<file path="src/inc/sadc_pkg.sv">
// Constants and carriers for the converter control block.
// Assumes a 100 MHz mclk; all pins are synchronised inside the top.
`default_nettype none
package sadc_pkg;
	localparam int CLK_NS = 10;
	localparam int POR_NS = 500;
	localparam int POR_CYC = (POR_NS + CLK_NS - 1) / CLK_NS;
	localparam int DATA_BITS = 14;
	localparam int SUB_BITS = 2;
	localparam int RES_BITS = DATA_BITS + SUB_BITS;
	localparam int CAL_CAPS = 10;
	localparam int CAL_CYC = 14000;
	localparam int ACQ_MIN = 3;
	localparam int ACQ_CYC = 4;
	localparam int CODE_W = 8;
	localparam int CODE_LSB = 3;
	localparam logic [1:0] RSS_LOW = 2'h0;
	localparam logic [1:0] RSS_HIGH = 2'h1;
	localparam logic [1:0] RSS_FLOAT = 2'h2;
	typedef enum logic [2:0] {
		ST_POR = 3'h0,
		ST_HALT = 3'h1,
		ST_CAL = 3'h2,
		ST_IDLE = 3'h3,
		ST_SAMPLE_START_N = 3'h4,
		ST_SHDN = 3'h5
	} sadc_state_e;
	typedef struct packed {
		logic sample_start_n_clk;
		logic start_n;
		logic reset_n;
		logic cs_n;
		logic shift_clk;
		logic comp;
		logic [1:0] rss;
	} sadc_pins_s;
endpackage
`default_nettype wire

</file>
<file path="src/verilog/sadc_ctrl.sv">
// Converter sequencing: calibration, acquisition, bit search, serial out.
// Assumes analog switches and comparator outside; pins arrive unsynchronised.
`timescale 1ns/1ps
`default_nettype none
module sadc_fifo
	import sadc_pkg::*;
#(
	parameter int W = RES_BITS,
	parameter int DEPTH = 4
)(
	input wire logic mclk,
	input wire logic rst,
	input wire logic in_valid,
	output logic in_ready,
	input wire logic [W-1:0] in_data,
	output logic out_valid,
	input wire logic out_ready,
	output logic [W-1:0] out_data
);
	localparam int AW = $clog2(DEPTH);
	localparam logic [AW:0] FULL = (AW+1)'(DEPTH);
	typedef struct packed {
		logic [DEPTH-1:0][W-1:0] mem;
		logic [AW-1:0] wp;
		logic [AW-1:0] rp;
		logic [AW:0] cnt;
	} sadc_fifo_s;
	sadc_fifo_s q_r, q_nxt;
	logic push, pop;
	assign in_ready = q_r.cnt != FULL;
	assign out_valid = q_r.cnt != '0;
	assign out_data = q_r.mem[q_r.rp];
	assign push = in_valid && in_ready;
	assign pop = out_valid && out_ready;
	// Pointers wrap naturally; DEPTH must be a power of two
	always_comb
	begin
		q_nxt = q_r;
		if (push)
		begin
			q_nxt.mem[q_r.wp] = in_data;
			q_nxt.wp = q_r.wp + 1'b1;
		end
		if (pop)
		begin
			q_nxt.rp = q_r.rp + 1'b1;
		end
		q_nxt.cnt = q_r.cnt + (AW+1)'(push) - (AW+1)'(pop);
	end
	always_ff @(posedge mclk)
	begin
		if (rst)
		begin
			q_r <= '0;
		end
		else
		begin
			q_r <= q_nxt;
		end
	end
endmodule

module sadc_ctrl
	import sadc_pkg::*;
#(
	parameter int CAL_CYCLES = CAL_CYC,
	parameter int FIFO_DEPTH = 4
)(
	input wire logic mclk,
	input wire logic rst,
	input wire logic sample_start_n_clk,
	input wire logic sample_start_n,
	input wire logic reset_n,
	input wire logic chip_select_n,
	input wire logic shift_clk,
	input wire logic comp_out,
	input wire logic [1:0] range_shutdown_select,
	output logic end_of_sample_start_n,
	output logic serial_result_out,
	output logic serial_result_oe,
	output logic track_all,
	output logic msb_tie_ref,
	output logic shutdown,
	output logic [RES_BITS-1:0] trial_bits,
	output logic cal_busy,
	output logic [3:0] cal_cap_sel,
	output logic [CAL_CAPS-1:0][CODE_W-1:0] corr_code
);
	localparam int TRIALS = CAL_CYCLES / CAL_CAPS;
	typedef struct packed {
		sadc_pins_s s1;
		sadc_pins_s s2;
		logic cclk_d;
		logic sclk_d;
		sadc_state_e st;
		logic [5:0] por_cnt;
		logic [2:0] acq_cnt;
		logic pend;
		logic [4:0] step;
		logic [RES_BITS-1:0] trial;
		logic sample_start_n_bit;
		logic [3:0] cap;
		logic [15:0] tcnt;
		logic [15:0] acc;
		logic [CAL_CAPS-1:0][CODE_W-1:0] codes;
		logic eoc;
		logic [RES_BITS-1:0] sh;
		logic sdo;
	} sadc_ctrl_s;
	sadc_ctrl_s r, n;
	sadc_pins_s pin_in;
	logic fe, sfe, shdn, push, pop, f_ready, f_valid;
	logic [RES_BITS-1:0] f_data;
	logic [15:0] acc_new;
	logic [3:0] idx;

	assign pin_in = '{sample_start_n_clk, sample_start_n, reset_n, chip_select_n,
		shift_clk, comp_out, range_shutdown_select};
	assign fe = r.cclk_d && !r.s2.sample_start_n_clk;
	assign sfe = r.sclk_d && !r.s2.shift_clk;
	assign shdn = r.s2.rss == RSS_LOW;
	// Shift register is free during a conversion, so results drain then too
	assign pop = r.s2.cs_n || r.st == ST_SAMPLE_START_N;

	sadc_fifo #(.W(RES_BITS), .DEPTH(FIFO_DEPTH)) u_fifo (
		.mclk(mclk),
		.rst(rst),
		.in_valid(push),
		.in_ready(f_ready),
		.in_data(r.trial),
		.out_valid(f_valid),
		.out_ready(pop),
		.out_data(f_data)
	);

	always_comb
	begin
		n = r;
		push = 1'b0;
		idx = 4'(RES_BITS - 1) - r.step[3:0];
		acc_new = r.acc + 16'(r.s2.comp);
		n.s1 = pin_in;
		n.s2 = r.s1;
		n.cclk_d = r.s2.sample_start_n_clk;
		n.sclk_d = r.s2.shift_clk;
		case (r.st)
			ST_POR:
			begin
				n.por_cnt = r.s2.reset_n ? r.por_cnt + 6'h01 : 6'h00;
				if (r.por_cnt == 6'(POR_CYC - 1))
				begin
					n.st = ST_CAL;
					n.eoc = 1'b1;
				end
			end
			ST_HALT:
			begin
				if (r.s2.reset_n)
				begin
					n.st = ST_CAL;
					n.eoc = 1'b1;
					n.cap = 4'h0;
					n.tcnt = 16'h0000;
					n.acc = 16'h0000;
					n.acq_cnt = 3'h0;
					n.trial = '0;
				end
			end
			ST_CAL:
			begin
				if (fe)
				begin
					n.acc = acc_new;
					n.tcnt = r.tcnt + 16'h0001;
					if (r.tcnt == 16'(TRIALS - 1))
					begin
						n.codes[r.cap] = acc_new[CODE_LSB +: CODE_W];
						n.acc = 16'h0000;
						n.tcnt = 16'h0000;
						n.cap = r.cap + 4'h1;
						if (r.cap == 4'(CAL_CAPS - 1))
						begin
							n.st = ST_IDLE;
							n.eoc = 1'b0;
							n.cap = 4'h0;
						end
					end
				end
			end
			ST_IDLE:
			begin
				if (!r.s2.start_n)
				begin
					n.pend = 1'b1;
				end
				if (shdn)
				begin
					n.st = ST_SHDN;
					n.pend = 1'b0;
				end
				else if (fe)
				begin
					if (r.acq_cnt != 3'(ACQ_CYC))
					begin
						n.acq_cnt = r.acq_cnt + 3'h1;
					end
					if ((r.pend || !r.s2.start_n) && f_ready &&
						r.acq_cnt >= 3'(ACQ_MIN))
					begin
						n.st = ST_SAMPLE_START_N;
						n.pend = 1'b0;
						n.step = 5'h00;
						n.trial = {1'b1, {(RES_BITS-1){1'b0}}};
					end
				end
			end
			ST_SAMPLE_START_N:
			begin
				n.pend = 1'b0;
				if (fe)
				begin
					if (r.step == 5'(RES_BITS))
					begin
						n.eoc = 1'b0;
						push = 1'b1;
						n.st = ST_IDLE;
						n.acq_cnt = 3'h0;
					end
					else
					begin
						if (r.step == 5'h00)
						begin
							n.eoc = 1'b1;
						end
						n.trial[idx] = !r.s2.comp;
						n.sample_start_n_bit = !r.s2.comp;
						if (idx != 4'h0)
						begin
							n.trial[idx - 4'h1] = 1'b1;
						end
						n.step = r.step + 5'h01;
					end
				end
			end
			ST_SHDN:
			begin
				if (!shdn)
				begin
					n.st = ST_IDLE;
					n.acq_cnt = 3'h0;
				end
			end
			default:
			begin
				n.st = ST_HALT;
			end
		endcase
		if (!r.s2.reset_n && r.st != ST_POR)
		begin
			n.st = ST_HALT;
			n.eoc = 1'b0;
			n.pend = 1'b0;
		end
		if (f_valid && pop)
		begin
			n.sh = f_data;
		end
		else if (sfe && r.st != ST_SAMPLE_START_N)
		begin
			n.sh = {r.sh[RES_BITS-2:0], 1'b0};
		end
		n.sdo = r.st == ST_SAMPLE_START_N ? r.sample_start_n_bit : r.sh[RES_BITS-1];
	end

	always_ff @(posedge mclk)
	begin
		if (rst)
		begin
			r <= '0;
		end
		else
		begin
			r <= n;
		end
	end

	assign end_of_sample_start_n = r.eoc;
	assign serial_result_out = r.sdo;
	assign serial_result_oe = !r.s2.cs_n;
	assign track_all = r.st == ST_IDLE;
	assign msb_tie_ref = track_all && r.s2.rss == RSS_FLOAT;
	assign shutdown = r.st == ST_SHDN;
	assign trial_bits = r.trial;
	assign cal_busy = r.st == ST_CAL;
	assign cal_cap_sel = r.cap;

	genvar gi;
	generate
		for (gi = 0; gi < CAL_CAPS; gi++)
		begin : g_corr
			assign corr_code[gi] = r.trial[RES_BITS-1-gi] ?
				r.codes[gi] : '0;
		end
	endgenerate
endmodule
`default_nettype wire

</file>
<file path="config.mk">
export PLATFORM = sky130hd
export DESIGN_NAME = sadc_ctrl
export DESIGN_NICKNAME = d
export VERILOG_FILES = /design/src/inc/sadc_pkg.sv /design/src/verilog/sadc_ctrl.sv
export SDC_FILE = /design/constraint.sdc
export NUM_CORES = 1
export LEC_CHECK = 0
export ABC_CLOCK_PERIOD_IN_PS = 3400
export BUFFER_PORTS_ARGS = -buffer_cell sky130_fd_sc_hd__buf_2
export CAP_MARGIN = 30
export CELL_PAD_IN_SITES_DETAIL_PLACEMENT = 1
export CELL_PAD_IN_SITES_GLOBAL_PLACEMENT = 1
export CORE_UTILIZATION = 45
export CTS_CLUSTER_DIAMETER = 150
export DETAILED_ROUTE_END_ITERATION = 7
export PLACE_DENSITY = 0.91
export SLEW_MARGIN = 10
export SYNTH_ARGS = -nofsm -noshare
export SYNTH_HDL_FRONTEND = slang
export SYNTH_SLANG_ARGS = --single-unit
</file>
<file path="constraint.sdc">
create_clock -name mclk -period 3.4 [get_ports mclk]
set_clock_uncertainty 0.05 [all_clocks]
set_input_delay 0.34 -clock mclk [delete_from_list [all_inputs] [get_ports mclk]]
set_output_delay 0.34 -clock mclk [all_outputs]
set_load 0.03 [all_outputs]
</file>
==> summary.txt <==
Detailed routing
  – Initial drt markers: 748
  – Routed vias/inst: 5.83
  – Antenna viol nets, final: 0
  – Via count: 10.2k
  – Wirelength per Cell: 21.0 um
  – Wirelength, routed: 36800 um
  – First-pass DRT Iterations: 5
  – # DRC: 0

Critical path
  – Worst Path Arrival: 3.31 ns
  – Max incr delay on CP: 0.95 ns
  – Critical path's top delay family: simple AND/OR/NAND/NOR gates
  – Crit-path max FO: 17
  – CP Capture Type: flop
  – CP Cell Sequence: ha_1, and4_1, nand4_4, nor4_4, nor2_1, a211oi_1
  – WS Path Type: reg2reg
  – R2r setup slk: 0.47 ns
  – Crit start category: flop
  – Critical-path top delay cell: nor4_4
  – CP Buf/Inv Count: 0
  – Required @ worst endpoint: 3.79 ns

Yosys
  – Netlist area before placement: 11700 um2
  – Post-Syn Nets: 1375
  – Adder-cell share of the synthesized area: 0.0241
  – Synth Register Bits: 253
  – Gate Count Post-Synth: 1343
  – Fraction of registers with async set/reset: 0
  – Simple-gate area share of the yosys netlist: 0.239
  – Post-synthesis sequential area ratio: 0.432
  – Top-count cell post-synth: dfxtp_1
  – Yosys cell types: 69
  – Xor-xnor portion of the synthesized cell area: 0.0269
  – Main combinational cell family by area after synthesis: simple AND/OR/NAND/NOR gates
  – Synth Warn #: 0
  – Synth top area share: 0.432
  – Cell taking the most area after synthesis: dfxtp_1
  – Compound-Gate Fraction of Synth Area: 0.168
  – Post-synthesis mux area share: 0.0481
  – Synth area leaders: dfxtp_1, a211oi_1, nand2_1
  – Synth top cells by count: dfxtp_1, nand2_1, nor2_1
  – Top FF cell, synth: dfxtp_1
  – Number of synthesized flops with an enable pin: 0
  – Avg Synthesized Cell Area: 8.73 um2

Floorplanning
  – Std cell rows: 58
  – Die outline width: 163 um
  – Area of the die: 26700 um2
  – Core area: 25400 um2
  – Ports: 117
  – Die height: 163 um
  – Initial Util: 0.462

Layout
  – Layout area overhead: 13.7%
  – Share of cells above drive strength 1: 0.166
  – Cell area after layout: 13300 um2
  – NumNets Final: 1440

STA
  – Setup violators final: 0
  – Final Hold Vio Count: 0
  – Slew HR: 0.155
  – Worst-margin pin slew: 1.27 ns
  – RSZ-0062 raised after global routing: no
  – Max Clk Rate: 342 MHz
  – Final period util: 0.861
  – Final Max Tran Viols: 0
  – Post-route minimum period: 2.93 ns
  – Final TNS setup: 0 ns

Placement
  – PortBufs: 116
  – Placed cell areas: 12400 um2
  – GP Congestion: 0.851
  – Final HPWL DP: 23100 um

Clock tree
  – H-tree depth: 1
  – Hold Buf Count CTS: 8
  – CTS tree: yes
  – Post-CTS Setup Inserts: 0
  – Skew-Pair Late Insertion Delay: 0.56 ns
  – CTS Buf Count: 28
  – Worst-path clk slew: 0.06 ns
  – CTS sink cnt: 253
  – Root Buffer Master: clkbuf_16
  – Bufs on Longest Clock Path: 3
  – PostCTS Resize Cnt: 0

Global route
  – GRT overflow: 0
  – First-pass GRT wire length: 57900 um
  – Largest net degree at the start of global routing: 228
  – Vias in the first global route: 10.9k
  – Initial antenna violation count: 2
  – GRT Total Usage: 0.275

Pwr
  – PwrDens: 489 nW/um2
  – Pwr Total: 0.00652 W
  – Peak supply drop: 384 uV
  – Leakage: 4.80 nW

Hold path
  – Worst hold path type: in2reg

Run
  – Max_cap viols: 0

Status
  – Status: completed
## area by class of cell
class,instances,area [um2]
diodes,1,2.50
clock buffers,34,763
clock inverters,11,125
fillers,2985,12100
inverters,36,135
multi-input cells,936,5930
flip-flops and latches,253,5060
well taps,330,413
repair buffers,153,897
## logic make-up (layout without fill, tap and decap cells)
group           after synthesis  count (layout)
simple gates                545             545
compound gates              297             297
flops                       253             253
buf+inv                     154             234
xor+xnor                     36              36
mux                          36              36
fa+ha+maj                    22              22
other cells                   0               1
## per-layer routing
metal | share of wire | up-vias | track usage
met5 | 0.00057 | - | 0
met4 | 0.041 | 4 | 0.128
met3 | 0.051 | 107 | 0.0498
met2 | 0.50 | 275 | 0.481
met1 | 0.41 | 5100 | 0.325
li1 | - | 4734 | -
## registers in the layout, indices dropped and copies added (netlist names)
register               flops
serial_result_out          1
cal_cap_sel                4
trial_bits                16
u_fifo.q_r                71
r                        150
end_of_sample_start_n      1
n                         10
## final timing paths
check	depth (start not counted)	end	start
setup / recovery	6	r[84]	r[114]
hold / removal	3	trial_bits[15]	rst
setup reg to reg	6	r[84]	r[114]
hold reg to reg	1	r[176]	n[176]
## worst min-delay path, stage by stage
cell and delay [ns]:
buf_6 0.10, clkinv_1 0.20, o211a_1 0.19
## metrics by stage
| step | setup WS, ns | util | hold WS (ns) | std cells |
|---|---|---|---|---|
| after floorplan | 0.934 | - | 0.364 | 1343 |
| after detailed placement | 0.633 | 0.487 | 0.378 | 1700 |
| after CTS | 0.522 | 0.525 | 0.234 | 1753 |
| after global placement | 0.852 | 0.486 | 0.369 | 1699 |
| final | 0.472 | 0.525 | 0.255 | 1754 |
| after global routing | 0.317 | 0.525 | 0.279 | 1753 |
## power breakdown
part	internal, W	switching [W]
logic	0.000182	0.000311
registers	0.00300	0.0000432
clock network	0.00173	0.00125
## cells in the final DEF (no fill, tap or decap), drive strengths merged, types with 21 or more instances in the layout
master  Yosys  layout
dfxtp     253     253
nand2     166     166
nor2      166     166
buf        53     145
a21oi     105     105
a211oi    102     102
and2       86      86
inv        34      35
clkbuf     65      34
nor2b      31      31
xnor2      28      28
o21ai      25      25
ha         21      21
(Power assumes the default switching activity.)
